File: src/fws_params.svh
`ifndef FWS_PARAMS_SVH
`define FWS_PARAMS_SVH

`define FWS_CLK_MHZ 100
`define FWS_OFS_CTRL 4'h0
`define FWS_OFS_ADDR 4'h4
`define FWS_OFS_EXPECT 4'h8
`define FWS_OFS_STATUS 4'hC
`define FWS_CTRL_START 0
`define FWS_CTRL_TOGGLE 1
`define FWS_CTRL_ABORT 2
`define FWS_ST_BUSY 0
`define FWS_ST_DONE 1
`define FWS_ST_FAIL 2
`define FWS_ST_READY 3
`define FWS_ST_DATA_LSB 8
`define FWS_BIT_POLL 7
`define FWS_BIT_TOGGLE 6
`define FWS_BIT_TIMEOUT 5
`define FWS_RST_ADDR 32'h0000_0000
`define FWS_RST_EXPECT 8'h00
`define FWS_ACC_NS 70
`define FWS_WE_NS 35
`define FWS_GAP_NS 20
`define FWS_ACC_CYC ((`FWS_ACC_NS * `FWS_CLK_MHZ + 999) / 1000)
`define FWS_WE_CYC ((`FWS_WE_NS * `FWS_CLK_MHZ + 999) / 1000)
`define FWS_GAP_CYC ((`FWS_GAP_NS * `FWS_CLK_MHZ + 999) / 1000)
`define FWS_SYNC_CYC 3

`endif

File: src/fws_pkg.sv
package fws_pkg;
	typedef enum logic [2:0]
	{
		FWS_IDLE = 3'h0,
		FWS_RDLOW = 3'h1,
		FWS_RDSYNC = 3'h3,
		FWS_RDHIGH = 3'h2,
		FWS_WRLOW = 3'h6,
		FWS_WRHIGH = 3'h7
	} fws_state_t;
	typedef enum logic [1:0]
	{
		FWS_PH_FIRST = 2'h0,
		FWS_PH_NEXT = 2'h1,
		FWS_PH_RECHECK = 2'h2
	} fws_phase_t;
endpackage
File: src/fws_host.sv
// Functional notes
// - Host reads program address when polling.
// - Host reads erasing sector when polling erase.
// - Final data taken from a later read.
// - Host reads twice and compares toggle bits.
// - Toggling with timeout flag: recheck, then fail.
// - Resumed polling restarts from first read.
// - Timeout seen: reread the polling bit.
// - After failure host writes reset command.
//
// The Avalon-MM interface to the registers and the register offsets were chosen for this implementation.
`timescale 1ns/1ps
`default_nettype none
`include "fws_params.svh"

module fws_host #(
	parameter int ADDR_W = 22,
	parameter logic [7:0] RESET_CMD = 8'hF0
) (
	input wire logic ref_clk,
	input wire logic rst,
	input wire logic [3:0] avs_address,
	input wire logic avs_read,
	input wire logic avs_write,
	input wire logic [31:0] avs_writedata,
	output logic [31:0] avs_readdata,
	output logic avs_waitrequest,
	output logic [ADDR_W-1:0] flashAddr,
	output logic flashCe_n,
	output logic flashOe_n,
	output logic flashWe_n,
	input wire logic [7:0] flashDataIn,
	output logic [7:0] flashDataOut,
	output logic flashDataOe,
	input wire logic readyBusy_n
);
	logic waitReq_reg;
	logic [31:0] readData_reg;
	logic [31:0] pollAddr_reg;
	logic [7:0] expect_reg;
	logic toggleMode_reg;
	logic done_reg;
	logic fail_reg;
	logic [7:0] dataS1_reg, dataS2_reg, dataS3_reg;
	logic rbS1_reg, rbS2_reg, rbS3_reg, rbStable_reg;
	fws_pkg::fws_state_t state_reg;
	fws_pkg::fws_phase_t phase_reg;
	logic [3:0] cnt_reg;
	logic [7:0] lastData_reg;
	logic prevToggle_reg;
	logic [7:0] readCount_reg;
	logic timeoutSeen_reg;
	logic resetSent_reg;
	logic [ADDR_W-1:0] addrOut_reg;
	logic ceN_reg, oeN_reg, weN_reg, dataOe_reg;
	logic [7:0] dataOut_reg;
	logic busTake, startReq, abortReq, pollMatch, sameToggle, gapDone;
	logic [31:0] statusWord;

	assign busTake = avs_write && !waitReq_reg;
	assign startReq = busTake && avs_address == `FWS_OFS_CTRL && avs_writedata[`FWS_CTRL_START]
		&& state_reg == fws_pkg::FWS_IDLE;
	assign abortReq = busTake && avs_address == `FWS_OFS_CTRL && avs_writedata[`FWS_CTRL_ABORT];
	assign pollMatch = lastData_reg[`FWS_BIT_POLL] == expect_reg[`FWS_BIT_POLL];
	assign sameToggle = lastData_reg[`FWS_BIT_TOGGLE] == prevToggle_reg;
	assign gapDone = cnt_reg >= 4'(`FWS_GAP_CYC - 1);
	assign statusWord = {16'h0000, lastData_reg, 4'h0, rbStable_reg, fail_reg, done_reg,
		state_reg != fws_pkg::FWS_IDLE};

	// Slave answers every request one cycle after it is raised.
	always_ff @(posedge ref_clk)
	begin
		if (rst)
		begin
			waitReq_reg <= 1'b1;
			readData_reg <= 32'h0000_0000;
		end
		else if ((avs_read || avs_write) && waitReq_reg)
		begin
			waitReq_reg <= 1'b0;
			unique case (avs_address)
				`FWS_OFS_CTRL: readData_reg <= {30'h0, toggleMode_reg, 1'b0};
				`FWS_OFS_ADDR: readData_reg <= pollAddr_reg;
				`FWS_OFS_EXPECT: readData_reg <= {24'h00_0000, expect_reg};
				`FWS_OFS_STATUS: readData_reg <= statusWord;
				default: readData_reg <= 32'h0000_0000;
			endcase
		end
		else
		begin
			waitReq_reg <= 1'b1;
		end
	end

	always_ff @(posedge ref_clk)
	begin
		if (rst)
		begin
			pollAddr_reg <= `FWS_RST_ADDR;
			expect_reg <= `FWS_RST_EXPECT;
			toggleMode_reg <= 1'b0;
		end
		else if (busTake && state_reg == fws_pkg::FWS_IDLE)
		begin
			if (avs_address == `FWS_OFS_ADDR)
				pollAddr_reg <= avs_writedata;
			if (avs_address == `FWS_OFS_EXPECT)
				expect_reg <= avs_writedata[7:0];
			if (avs_address == `FWS_OFS_CTRL)
				toggleMode_reg <= avs_writedata[`FWS_CTRL_TOGGLE];
		end
	end

	// Pin inputs pass three stages; a value counts once stages two and three agree.
	always_ff @(posedge ref_clk)
	begin
		if (rst)
		begin
			dataS1_reg <= 8'h00;
			dataS2_reg <= 8'h00;
			dataS3_reg <= 8'h00;
			rbS1_reg <= 1'b1;
			rbS2_reg <= 1'b1;
			rbS3_reg <= 1'b1;
			rbStable_reg <= 1'b1;
		end
		else
		begin
			dataS1_reg <= flashDataIn;
			dataS2_reg <= dataS1_reg;
			dataS3_reg <= dataS2_reg;
			rbS1_reg <= readyBusy_n;
			rbS2_reg <= rbS1_reg;
			rbS3_reg <= rbS2_reg;
			if (rbS2_reg == rbS3_reg)
				rbStable_reg <= rbS3_reg;
		end
	end

	always_ff @(posedge ref_clk)
	begin
		if (rst)
		begin
			state_reg <= fws_pkg::FWS_IDLE;
			phase_reg <= fws_pkg::FWS_PH_FIRST;
			cnt_reg <= 4'h0;
			lastData_reg <= 8'h00;
			prevToggle_reg <= 1'b0;
			readCount_reg <= 8'h00;
			timeoutSeen_reg <= 1'b0;
			resetSent_reg <= 1'b0;
			done_reg <= 1'b0;
			fail_reg <= 1'b0;
			addrOut_reg <= '0;
			ceN_reg <= 1'b1;
			oeN_reg <= 1'b1;
			weN_reg <= 1'b1;
			dataOe_reg <= 1'b0;
			dataOut_reg <= 8'h00;
		end
		else
		begin
			cnt_reg <= cnt_reg + 4'h1;
			unique case (state_reg)
				fws_pkg::FWS_IDLE:
				begin
					if (startReq)
					begin
						state_reg <= fws_pkg::FWS_RDLOW;
						phase_reg <= fws_pkg::FWS_PH_FIRST;
						readCount_reg <= 8'h00;
						timeoutSeen_reg <= 1'b0;
						resetSent_reg <= 1'b0;
						done_reg <= 1'b0;
						fail_reg <= 1'b0;
						cnt_reg <= 4'h0;
						addrOut_reg <= pollAddr_reg[ADDR_W-1:0];
						ceN_reg <= 1'b0;
						oeN_reg <= 1'b0;
					end
				end
				fws_pkg::FWS_RDLOW:
				begin
					if (cnt_reg >= 4'(`FWS_ACC_CYC - 1))
					begin
						state_reg <= fws_pkg::FWS_RDSYNC;
						cnt_reg <= 4'h0;
					end
				end
				fws_pkg::FWS_RDSYNC:
				begin
					if (cnt_reg >= 4'(`FWS_SYNC_CYC - 1) && dataS2_reg == dataS3_reg)
					begin
						lastData_reg <= dataS3_reg;
						if (readCount_reg != 8'hFF)
							readCount_reg <= readCount_reg + 8'h01;
						ceN_reg <= 1'b1;
						oeN_reg <= 1'b1;
						state_reg <= fws_pkg::FWS_RDHIGH;
						cnt_reg <= 4'h0;
					end
				end
				fws_pkg::FWS_RDHIGH:
				begin
					if (abortReq)
						state_reg <= fws_pkg::FWS_IDLE;
					else if (gapDone)
					begin
						cnt_reg <= 4'h0;
						state_reg <= fws_pkg::FWS_RDLOW;
						ceN_reg <= 1'b0;
						oeN_reg <= 1'b0;
						if (lastData_reg[`FWS_BIT_TIMEOUT])
							timeoutSeen_reg <= 1'b1;
						if (!toggleMode_reg)
						begin
							unique case (phase_reg)
								fws_pkg::FWS_PH_FIRST:
								begin
									if (pollMatch)
										phase_reg <= fws_pkg::FWS_PH_NEXT;
									else if (lastData_reg[`FWS_BIT_TIMEOUT])
										phase_reg <= fws_pkg::FWS_PH_RECHECK;
								end
								fws_pkg::FWS_PH_NEXT:
								begin
									done_reg <= 1'b1;
									state_reg <= fws_pkg::FWS_IDLE;
									ceN_reg <= 1'b1;
									oeN_reg <= 1'b1;
								end
								default:
								begin
									if (pollMatch)
										phase_reg <= fws_pkg::FWS_PH_NEXT;
									else
									begin
										state_reg <= fws_pkg::FWS_WRLOW;
										oeN_reg <= 1'b1;
										weN_reg <= 1'b0;
										dataOe_reg <= 1'b1;
										dataOut_reg <= RESET_CMD;
									end
								end
							endcase
						end
						else
						begin
							prevToggle_reg <= lastData_reg[`FWS_BIT_TOGGLE];
							unique case (phase_reg)
								fws_pkg::FWS_PH_FIRST:
									phase_reg <= fws_pkg::FWS_PH_NEXT;
								fws_pkg::FWS_PH_NEXT:
								begin
									if (sameToggle)
									begin
										done_reg <= 1'b1;
										state_reg <= fws_pkg::FWS_IDLE;
										ceN_reg <= 1'b1;
										oeN_reg <= 1'b1;
									end
									else if (lastData_reg[`FWS_BIT_TIMEOUT])
										phase_reg <= fws_pkg::FWS_PH_RECHECK;
								end
								default:
								begin
									if (sameToggle)
									begin
										done_reg <= 1'b1;
										state_reg <= fws_pkg::FWS_IDLE;
										ceN_reg <= 1'b1;
										oeN_reg <= 1'b1;
									end
									else
									begin
										state_reg <= fws_pkg::FWS_WRLOW;
										oeN_reg <= 1'b1;
										weN_reg <= 1'b0;
										dataOe_reg <= 1'b1;
										dataOut_reg <= RESET_CMD;
									end
								end
							endcase
						end
					end
				end
				fws_pkg::FWS_WRLOW:
				begin
					if (cnt_reg >= 4'(`FWS_WE_CYC - 1))
					begin
						weN_reg <= 1'b1;
						state_reg <= fws_pkg::FWS_WRHIGH;
						cnt_reg <= 4'h0;
					end
				end
				fws_pkg::FWS_WRHIGH:
				begin
					if (gapDone)
					begin
						ceN_reg <= 1'b1;
						dataOe_reg <= 1'b0;
						resetSent_reg <= 1'b1;
						fail_reg <= 1'b1;
						done_reg <= 1'b1;
						state_reg <= fws_pkg::FWS_IDLE;
					end
				end
			endcase
		end
	end

	assign avs_readdata = readData_reg;
	assign avs_waitrequest = waitReq_reg;
	assign flashAddr = addrOut_reg;
	assign flashCe_n = ceN_reg;
	assign flashOe_n = oeN_reg;
	assign flashWe_n = weN_reg;
	assign flashDataOut = dataOut_reg;
	assign flashDataOe = dataOe_reg;
endmodule
`default_nettype wire

File: config.mk
export PLATFORM = sky130hd
export DESIGN_NAME = fws_host
export DESIGN_NICKNAME = d
export VERILOG_FILES = /design/src/fws_pkg.sv /design/src/fws_host.sv
export VERILOG_INCLUDE_DIRS = /design/src
export SDC_FILE = /design/constraint.sdc
export NUM_CORES = 1
export LEC_CHECK = 0
export ABC_AREA = 0
export BUFFER_PORTS_ARGS = -buffer_cell sky130_fd_sc_hd__buf_4
export CAP_MARGIN = 40
export CELL_PAD_IN_SITES_DETAIL_PLACEMENT = 0
export CELL_PAD_IN_SITES_GLOBAL_PLACEMENT = 1
export CORE_MARGIN = 5
export CORE_UTILIZATION = 38
export CTS_BUF_LIST = sky130_fd_sc_hd__clkbuf_8
export CTS_CLUSTER_SIZE = 24
export DETAILED_ROUTE_END_ITERATION = 8
export GPL_TIMING_DRIVEN = 1
export HOLD_SLACK_MARGIN = 0.05
export PLACE_DENSITY_LB_ADDON = 0.1
export SETUP_SLACK_MARGIN = 0.02
export SLEW_MARGIN = 20
export SYNTH_ARGS = -nofsm -noshare
export SYNTH_HDL_FRONTEND = slang
export SYNTH_SLANG_ARGS = --single-unit
File: constraint.sdc
create_clock -name ref_clk -period 2.1 [get_ports ref_clk]
set_clock_uncertainty 0.1 [all_clocks]
set_input_delay 0.42 -clock ref_clk [delete_from_list [all_inputs] [get_ports ref_clk]]
set_output_delay 0.42 -clock ref_clk [all_outputs]
set_load 0.1 [all_outputs]
==> summary.txt, run 1 <==
Run status
  – Outcome: completed

Synth
  – Cells after synthesis: around 700
  – Sequential fraction of the synthesis area: between 50% and 60%
  – Yosys warnings: 0
  – Mapped cell area: about 6000 um2
  – Synth Flop Type: dfxtp_1
  – Mean Syn Cell Area: ~8.5 um2
  – Number of synthesized flops with an enable pin: 0
  – Unique cell type count in the Yosys netlist: between 60 and 70
  – Post-synthesis async set-or-reset flop share: 0%
  – Seq cells post-synth: 149

Run
  – Max Cap Viol: 0

Final layout
  – Filler cells: around 1,500
  – Share of cells above drive strength 1: around 27%
  – Finished Layout Cells: 1,022
  – Post-layout net count: 874
  – Commonest cells after routing, fill and taps aside: buf_4, nand2_1, dfxtp_1, a21oi_1, nor2_1
  – Area Overhead vs Synth: 31.0%
  – N_diodes: 0
  – Commonest non-fill, non-tap cell in the layout: buf_4

Global routing
  – Antenna violations before repair: 0
  – Vias in the first global route: just under 5,000
  – Total grt overflow: 0
  – Aggregate global-route resource usage: roughly 18%
  – First-pass GRT wire length: between 20,000 and 30,000 um
  – Pin count of the biggest net entering global routing: 48

Timing
  – Setup violators final: 0
  – Final hold vios: 0
  – Crit share post-route: 96.3%
  – Rel. slew slack: between 50% and 60%
  – RSZ-0062 raised after global routing: true
  – Crit path time final: 2.02 ns
  – FMAX: slightly below 500 MHz
  – Final WS setup: between 0.07 and 0.08 ns
  – Slew Limit Fails: 0
  – Actual slew at the worst max-slew pin: between 0.6 and 0.7 ns

Floorplan
  – I/O pin count: ~120
  – Die Ht: between 100 and 150 um
  – Row cnt: between 40 and 50
  – Starting Density: approximately two fifths
  – Die Wd: around 130 um
  – Die Footprint: roughly 18,000 um2
  – Core Area: between 15,000 and 20,000 um2

Setup path
  – R2r endpoint: flashOe_n$_SDFFE_PP1P_
  – Critical Path Sink: flashOe_n$_SDFFE_PP1P_
  – Reg2reg setup slack: roughly 0.077 ns
  – Worst path max stage delay: 0.48 ns
  – Crit path capture type: flip-flop
  – WP data arrival: 2.25 ns
  – Reg-to-Reg Start: cnt_reg[1]$_SDFF_PP0_
  – Slowest stage cell, crit path: or4b_4
  – Max Fanout on Critical Path: 3
  – R2R cell count: 6
  – Worst path cell trace: inv_2, buf_4, a211o_4, o31ai_4, or4b_4, a221o_1
  – Crit path launch: cnt_reg[1]$_SDFF_PP0_
  – Crit start category: flip-flop
  – Crit Path Category: flip-flop to flip-flop
  – CP required: 2.32 ns

Routing
  – Routed vias: a little over 5,000
  – DRT Wirelength: around 16,000 um
  – DR WL met3: approximately 800 um
  – Avg WL per Cell: roughly 16 um
  – Drt drc: 0
  – Final ANT Viol Nets: 0
  – Drt pass-1 iters: 4
  – WL met1: about 7700 um
  – Vias per inst: slightly above 5
  – Drt initial violations: about 350
  – DR top layer: met4
  – Met2 WL post-DR: around 7300 um

Min path
  – Hold crit path type: primary input to flip-flop

Clock tree
  – CTS sink count: 149
  – CTS Root Cell: clkbuf_8
  – Max H-tree Level: 4
  – Clk pin slew, worst setup/hold paths: approximately 0.080 ns
  – CTS Buf Count: 17
  – Worst-case clock buffer depth: 2
  – Worst skew pair latency: 0.44 ns
  – CTS tree: yes

Power
  – Leak: about 2.9 nW
  – Pwr dens: 861 nW/um2
  – Peak VDD IR: ~0.00075 V

Placed design
  – Routability Congestion: ~0.81
  – Count of input and output buffers: about 110
  – Placed Cells: between 900 and 1,000
  – HPWL Detailed: approximately 11,000 um
  – Post-Place Worst Slack: -0.134 ns
area by class of cell:
type,count,area (um2),area share [%]
flip-flops and latches,149,3000,39.1
multi-input cells,483,2740,35.7
repair buffers,160,1250,16.3
well taps,188,235,3.07
clock buffers,17,234,3.05
clock inverters,15,169,2.20
inverters,10,37.5,0.489
worst max-delay path: cells and delay by family (launching register included):
family / cells / cell delay, ns
compound gates: 3 / 0.82
simple gates: 1 / 0.48
flops: 1 / 0.34
buf+inv: 2 / 0.18
logic make-up (layout without fill, tap and decap cells):
group	count (synthesis)	in the layout	synth area share [%]
mux	11	11	1.88
compound gates	161	161	16.5
fa+ha+maj	4	4	0.855
other cells	1	4	0.0641
simple gates	291	291	23.5
xor+xnor	12	12	1.80
buf+inv	63	202	4.51
flops	149	149	51.0
synth_stat cells (2+ instances only):
cell type | count | area (um2)
a21oi_1 | 103 | 515
and3_1 | 4 | 25.0
nor4b_1 | 2 | 17.5
inv_1 | 10 | 37.5
nand3b_1 | 3 | 22.5
nor3_1 | 8 | 40.0
nor4_4 | 2 | 42.5
buf_4 | 7 | 52.6
a221o_1 | 2 | 20.0
o21ai_0 | 8 | 40.0
nor2_1 | 50 | 188
xnor2_1 | 8 | 70.1
nor2b_1 | 27 | 169
mux2i_1 | 11 | 110
a21boi_0 | 2 | 15.0
nand2b_1 | 4 | 25.0
a31oi_1 | 3 | 18.8
o31ai_1 | 2 | 15.0
a22oi_1 | 16 | 120
and2_1 | 3 | 18.8
nand4_1 | 2 | 12.5
a211o_1 | 2 | 17.5
o21bai_1 | 4 | 30.0
clkbuf_1 | 44 | 165
o21a_1 | 2 | 15.0
ha_1 | 4 | 50.1
nor3b_1 | 2 | 15.0
nand3_1 | 26 | 130
or3_1 | 2 | 12.5
or2_2 | 3 | 18.8
xor2_1 | 4 | 35.0
o22ai_1 | 2 | 12.5
a211oi_1 | 2 | 15.0
nand2_1 | 143 | 537
dfxtp_1 | 149 | 2980
timing repair:
action | 4_1_cts | 5_1_grt
pin swaps | 2 | 6
hold buffers | 1 | 0
buffers inserted | 1 | 3
setup endpoints to repair | 6 | 15
resized for setup | 14 | 14
hold endpoints to repair | 1 | 0
routing by layer:
| layer | up-vias | track usage [%] |
|---|---|---|
| li1 | 2596 | - |
| met1 | 2423 | 24.5 |
| met2 | 116 | 28.2 |
| met3 | 15 | 4.43 |
| met4 | 0 | 5.03 |
| met5 | - | 0 |
report_power, final:
| part | switching, mW | internal, mW |
|---|---|---|
| logic | 0.726 | 0.620 |
| registers | 0.0982 | 2.92 |
| clock network | 1.08 | 1.16 |
| total | 1.90 | 4.70 |
worst min path at each step:
stage                                    from                        to  cells after the start
final                          flashDataIn[4]  dataS1_reg[4]$_SDFF_PP0_                      2
after floorplan           rbS1_reg$_SDFF_PP1_       rbS2_reg$_SDFF_PP1_                      1
after global routing           flashDataIn[2]  dataS1_reg[2]$_SDFF_PP0_                      2
after detailed placement  rbS1_reg$_SDFF_PP1_       rbS2_reg$_SDFF_PP1_                      1
after CTS                      flashDataIn[4]  dataS1_reg[4]$_SDFF_PP0_                      2
after global placement    rbS1_reg$_SDFF_PP1_       rbS2_reg$_SDFF_PP1_                      1
through the flow:
step	hold slack, ns	utilization [%]	power (mW)	setup TNS, ns	area [um2]
floorplan	0.289	-	3.76	0	5870
global placement	0.296	47.0	4.24	-0.307	7120
detailed placement	0.300	47.0	4.25	-0.515	7120
CTS	0.0530	50.2	6.63	0	7600
global route	0.0602	50.6	6.93	0	7670
finish	0.0858	50.6	6.60	0	7670
No activity file was read; power rests on OpenSTA's default activity.
==> inputs of run 2 (changes only) <==
Settings changed: GPL_TIMING_DRIVEN 1 to 0, TNS_END_PERCENT set to 10.
==> run 2 against run 1 <==
Clock power is 4% higher; sequential power hardly changed; design area is 2.1% lower; global-route usage is 0.90 points higher; die area stayed put; register-to-register slack worse by 0.07 ns; non-clock buffer count is 13 higher; critical path depth is 1 lower; combinational power is 16% lower; worst setup slack worse by 0.074 ns.
==> summary.txt, run 2 (synthesis gave the netlist of run 1 again) <==
Routing
  – Drt initial violations: 314
  – Drt pass-1 iters: 5
  – Vias per inst: 5.06
  – DRT Wirelength: 16,600 um
  – Avg WL per Cell: ~16 um
  – Final ANT Viol Nets: 0
  – Drt drc: 0
  – Routed vias: approximately 5,200

Placed design
  – Post-Place Worst Slack: -0.431 ns
  – Routability Congestion: 0.873
  – HPWL Detailed: about 13,000 um
  – Placed Cells: roughly 1,000
  – Count of input and output buffers: 110

Global routing
  – Busiest metal layer after global routing: met2
  – Met1 GRT Util: a little under a quarter
  – Antenna violations before repair: 0
  – Met2 usage: between 30% and 40%
  – Pin count of the biggest net entering global routing: 17
  – Met3 Use GR: under 10%
  – First-pass GRT wire length: 26,700 um
  – Aggregate global-route resource usage: approximately a fifth
  – Vias in the first global route: 5,098
  – Total grt overflow: 0

Floorplan
  – Die Wd: approximately 130 um
  – Starting Density: 38.7%
  – Core Area: around 15,000 um2
  – Die Ht: about 130 um
  – Die Footprint: between 15,000 and 20,000 um2
  – Row cnt: 45
  – I/O pin count: 116

Timing
  – Setup TNS Final: 0 ns
  – Setup violators final: 0
  – Crit share post-route: ~100%
  – Crit path time final: roughly 2.1 ns
  – Actual slew at the worst max-slew pin: ~0.72 ns
  – Slew Limit Fails: 0
  – FMAX: around 480 MHz
  – Final WS setup: 0.00319 ns
  – RSZ-0062 raised after global routing: true
  – Rel. slew slack: between 50% and 60%
  – Final hold vios: 0

Setup path
  – Crit path capture type: flip-flop
  – Crit path max-delay family: compound AO/OA/AOI/OAI gates
  – Max Fanout on Critical Path: 4
  – Crit path buffers/inverters: 0
  – WP data arrival: between 2 and 2.5 ns
  – Crit start category: flip-flop
  – Worst path max stage delay: around 0.46 ns
  – Slowest stage cell, crit path: or4b_1
  – CP required: roughly 2.4 ns
  – Reg2reg setup slack: 0.003 ns
  – Crit Path Category: flip-flop to flip-flop
  – Worst path cell trace: xor2_1, a211o_1, o31ai_4, or4b_1, a221o_1

Power
  – Leak: ~2.8 nW
  – Pwr Total: roughly 6.5 mW
  – Peak VDD IR: just over 0.0005 V
  – Pwr dens: around 860 nW/um2

Clock tree
  – CTS sink count: roughly 150
  – Clk pin slew, worst setup/hold paths: around 0.080 ns
  – CTS Root Cell: clkbuf_8
  – Worst skew pair latency: 0.46 ns
  – Max H-tree Level: 4
  – CTS Buf Count: 17
  – Worst-case clock buffer depth: 2
  – CTS tree: yes

Final layout
  – Area Overhead vs Synth: 28.3%
  – Commonest non-fill, non-tap cell in the layout: nand2_1
  – Share of cells above drive strength 1: 22.2%
  – Post-layout net count: about 890
  – N_diodes: 0
  – Commonest cells after routing, fill and taps aside: nand2_1, dfxtp_1, buf_4, a21oi_1, nor2_1
  – FF/Latch Area: 3000 um2
  – Filler cells: between 1,000 and 1,500
  – Finished Layout Cells: slightly above 1,000
  – Multi-input gate area: 2660 um2

Run
  – Max Cap Viol: 0

Min path
  – Hold crit path type: primary input to flip-flop

Run status
  – Outcome: completed
-- run 2: metrics by stage --
| step | utilization [%] | hold slack, ns | instance area, um2 |
|---|---|---|---|
| 2_1_floorplan | - | 0.289 | 5870 |
| 3_3_place_gp | 45.8 | 0.300 | 6930 |
| 3_5_place_dp | 45.8 | 0.304 | 6940 |
| 4_1_cts | 49.4 | 0.0597 | 7480 |
| 5_1_grt | 49.6 | 0.0734 | 7510 |
| 6_report | 49.6 | 0.0811 | 7510 |
-- run 2: per-layer routing --
metal | up-vias | part of all wire, %
met3 | 22 | 5.4
li1 | 2637 | -
met5 | - | 0
met1 | 2450 | 44
met2 | 132 | 49
met4 | 0 | 1.4
-- run 2: final cells by class --
cell class	count	share of cell area, %
Sequential cell	149	40.0
Multi-Input combinational cell	483	35.4
Timing Repair Buffer	120	12.2
Buffer	53	3.25
Tap cell	188	3.13
Clock buffer	17	3.12
Clock inverter	15	2.42
Inverter	10	0.500
-- run 2: what timing repair did --
action	CTS	global route
hold buffers	7	0
endpoints found under the hold margin	7	0
pin swaps	5	7
buffers inserted	1	1
resized for setup	20	21
endpoints found under the setup margin	82	66
-- run 2: worst register-to-register path: cells and delay by family, from the launching register on --
kind / cells / cell delay (ns)
simple gates: 1 / 0.46
flops: 1 / 0.33
compound gates: 3 / 0.95
xor+xnor: 1 / 0.15
-- run 2: path summary, 6_finish.rpt --
kind,start,cells after the start,to
worst max-delay path,dataS3_reg[5]$_SDFF_PP0_,5,flashOe_n$_SDFFE_PP1P_
worst min-delay path,flashDataIn[7],2,dataS1_reg[7]$_SDFF_PP0_
worst max register to register,dataS3_reg[5]$_SDFF_PP0_,5,flashOe_n$_SDFFE_PP1P_
worst min register to register,rbS1_reg$_SDFF_PP1_,1,rbS2_reg$_SDFF_PP1_
-- run 2: power by group --
part | total [mW] | internal [mW] | switching (mW)
logic | 1.13 | 0.439 | 0.691
clock network | 2.33 | 1.18 | 1.14
registers | 3.01 | 2.92 | 0.0838
total | 6.46 | 4.54 | 1.92
==> inputs of run 3 (changes only) <==
Settings changed: RECOVER_POWER set to 100, SETUP_SLACK_MARGIN 0.02 to unset.
==> run 3 against run 2 <==
The run now ends with setup timing left; worst setup slack worse by 0.042 ns; register-to-register slack worse by 0.04 ns; highest routed layer unchanged; sequential power about the same; sequential cell count unchanged; clock-buffer cell count unchanged; hold slack worse by 0.0039 ns; core utilization down 0.93 points; sequential share of layout area up 0.70 points; non-clock buffer count up 1; fmax down 2.0%; critical endpoint is now pollAddr_reg[16]$_SDFFE_PP0P_; routed wire length down 0.67%; final cell count about the same.
==> summary.txt, run 3 (synthesis gave the netlist of run 1 again) <==
Run status
  – Outcome: finished with violations
  – Failing checks: setup timing

Final layout
  – Finished Layout Cells: 1,036
  – Commonest cells after routing, fill and taps aside: dfxtp_1, nand2_1, a21oi_1, clkbuf_2, buf_4
  – Area Overhead vs Synth: 25.8%
  – Post-layout net count: between 800 and 900
  – Commonest non-fill, non-tap cell in the layout: dfxtp_1
  – Share of cells above drive strength 1: a little over a fifth
  – Share of the core filled with cells: between 40% and 50%
  – Cell area after layout: 7370 um2
  – N_diodes: 0

Power
  – Pwr Total: 6.52 mW
  – Sw Share: 29.8%
  – Internal: between 4 and 5 mW
  – Gate power share: 18.5%
  – Switching power: between 1.5 and 2 mW
  – Seq pwr share: a little under half
  – Peak VDD IR: approximately 0.0006 V
  – Leak: about 2.8 nW
  – Pwr dens: slightly below 900 nW/um2
  – Clock Power Share: between 30% and 40%

Timing
  – WHS: slightly below 0.08 ns
  – Setup violators final: 13
  – Crit path time final: about 2.1 ns
  – Actual slew at the worst max-slew pin: 0.798 ns
  – Rel. slew slack: between 40% and 50%
  – RSZ-0062 raised after global routing: true
  – FMAX: roughly 470 MHz
  – Crit share post-route: 102%
  – Final hold vios: 0
  – Setup TNS Final: -0.271 ns
  – Slew Limit Fails: 0
  – Final WS setup: -0.0388 ns

Setup path
  – Reg2reg setup slack: -0.04 ns
  – Most frequent CP cell: nand2_1
  – R2r endpoint: pollAddr_reg[16]$_SDFFE_PP0P_
  – Crit path capture type: flip-flop
  – Worst path max stage delay: around 0.40 ns
  – Max Fanout on Critical Path: 10
  – Worst path cell trace: nor3_4, and2_1, clkbuf_2, nand2_1, clkbuf_1, nand2_1, a21oi_1
  – CP required: 2.31 ns
  – Crit start category: flip-flop
  – Crit path max-delay family: simple AND/OR/NAND/NOR gates
  – R2R cell count: 7
  – Crit Path Category: flip-flop to flip-flop
  – Reg-to-Reg Start: state_reg[0]$_SDFFE_PP0P_
  – Crit path buffers/inverters: 2
  – Slowest stage cell, crit path: dfxtp_1
  – WP data arrival: between 2 and 2.5 ns

Placed design
  – Routability Congestion: a little under 0.9
  – HPWL Detailed: approximately 13,000 um
  – Post-Place Worst Slack: -0.429 ns
  – Count of input and output buffers: between 100 and 150
  – Placed Cells: roughly 1,000
  – Dpl cell area: between 6000 and 7000 um2

Routing
  – Drt pass-1 iters: 4
  – Final ANT Viol Nets: 0
  – Drt initial violations: slightly below 300
  – Avg WL per Cell: roughly 16 um
  – Vias per inst: about 5
  – Routed vias: ~5,200
  – Drt drc: 0
  – DRT Wirelength: 16,500 um

Min path
  – Hold Path Stages: 2
  – HP Start: flashDataIn[5]
  – Hold Path End: dataS1_reg[5]$_SDFF_PP0_
  – Hold crit path type: primary input to flip-flop

Clock tree
  – CTS Buf Count: 17
  – Worst-case clock buffer depth: 2
  – CTS Root Cell: clkbuf_8
  – Max H-tree Level: 4
  – Worst skew pair latency: about 0.45 ns
  – CTS sink count: roughly 150
  – CTS tree: yes
  – Clk pin slew, worst setup/hold paths: approximately 0.09 ns

Global routing
  – Vias in the first global route: around 5,000
  – First-pass GRT wire length: 26,000 um
  – Antenna violations before repair: 0
  – Aggregate global-route resource usage: a little under a fifth
  – Total grt overflow: 0
  – Pin count of the biggest net entering global routing: 17

Floorplan
  – I/O pin count: ~120
  – Die Footprint: about 18,000 um2
  – Row cnt: between 40 and 50
  – Die Ht: 134 um
  – Die Wd: between 100 and 150 um
  – Core Area: approximately 15,000 um2
  – Starting Density: 38.7%

Run
  – Max Cap Viol: 0
==> run 3: cell types whose count changed in the layout (fill, tap and decap cells not counted), moves of 2 or more <==
cell / before / now
buf_4: 119 / 61
clkbuf_2: 9 / 66
clkbuf_1: 32 / 39
dfxtp_1: 142 / 144
buf_2: 4 / 2
clkinv_2: 2 / 4
dlygate4sd3_1: 7 / 4
==> run 3: power by group through the flow <==
stage / logic (mW) / registers (mW) / clock network [mW]
floorplan: 0.637 / 3.13 / 0
global placement: 1.02 / 3.04 / 0
detailed placement: 1.04 / 3.05 / 0
CTS: 1.06 / 2.99 / 2.37
global route: 1.31 / 3.00 / 2.50
finish: 1.21 / 2.99 / 2.32
==> run 3: area by class of cell <==
type | count | area [um2]
clock inverter | 15 | 178
clock buffer | 17 | 234
sequential | 149 | 3000
tap | 188 | 235
timing repair buffer | 121 | 774
multi-input combinational | 483 | 2680
inverter | 10 | 37.5
fill | 1516 | 7780
buffer | 53 | 234
==> run 3: what timing repair did <==
action                                 4_1_cts  5_1_grt
buffers inserted                             0        6
resized for setup                            9       18
pin swaps                                    0        4
endpoints found under the hold margin        2        2
cloned                                       0        0
setup endpoints to repair                   79       83
hold buffers                                 2        2
==> run 3: worst max path at each step <==
stage	endpoint	start	slack [ns]	depth (start not counted)
2_1_floorplan	flashOe_n$_SDFFE_PP1P_	avs_address[1]	0.02	5
3_3_place_gp	pollAddr_reg[12]$_SDFFE_PP0P_	avs_write	-0.39	8
3_5_place_dp	pollAddr_reg[31]$_SDFFE_PP0P_	avs_write	-0.43	8
4_1_cts	flashCe_n$_SDFFE_PP1P_	cnt_reg[1]$_SDFF_PP0_	-0.11	7
5_1_grt	pollAddr_reg[10]$_SDFFE_PP0P_	state_reg[0]$_SDFFE_PP0P_	-0.16	7
6_report	pollAddr_reg[16]$_SDFFE_PP0P_	state_reg[0]$_SDFFE_PP0P_	-0.04	7
==> run 3: layer usage <==
metal  wire (um)  GRT usage, %  vias up
met5           0             0        -
met4         180          5.43        0
met3         739          5.03       18
met2        8250          31.3      100
met1        7360          22.9     2456
li1            -             -     2622
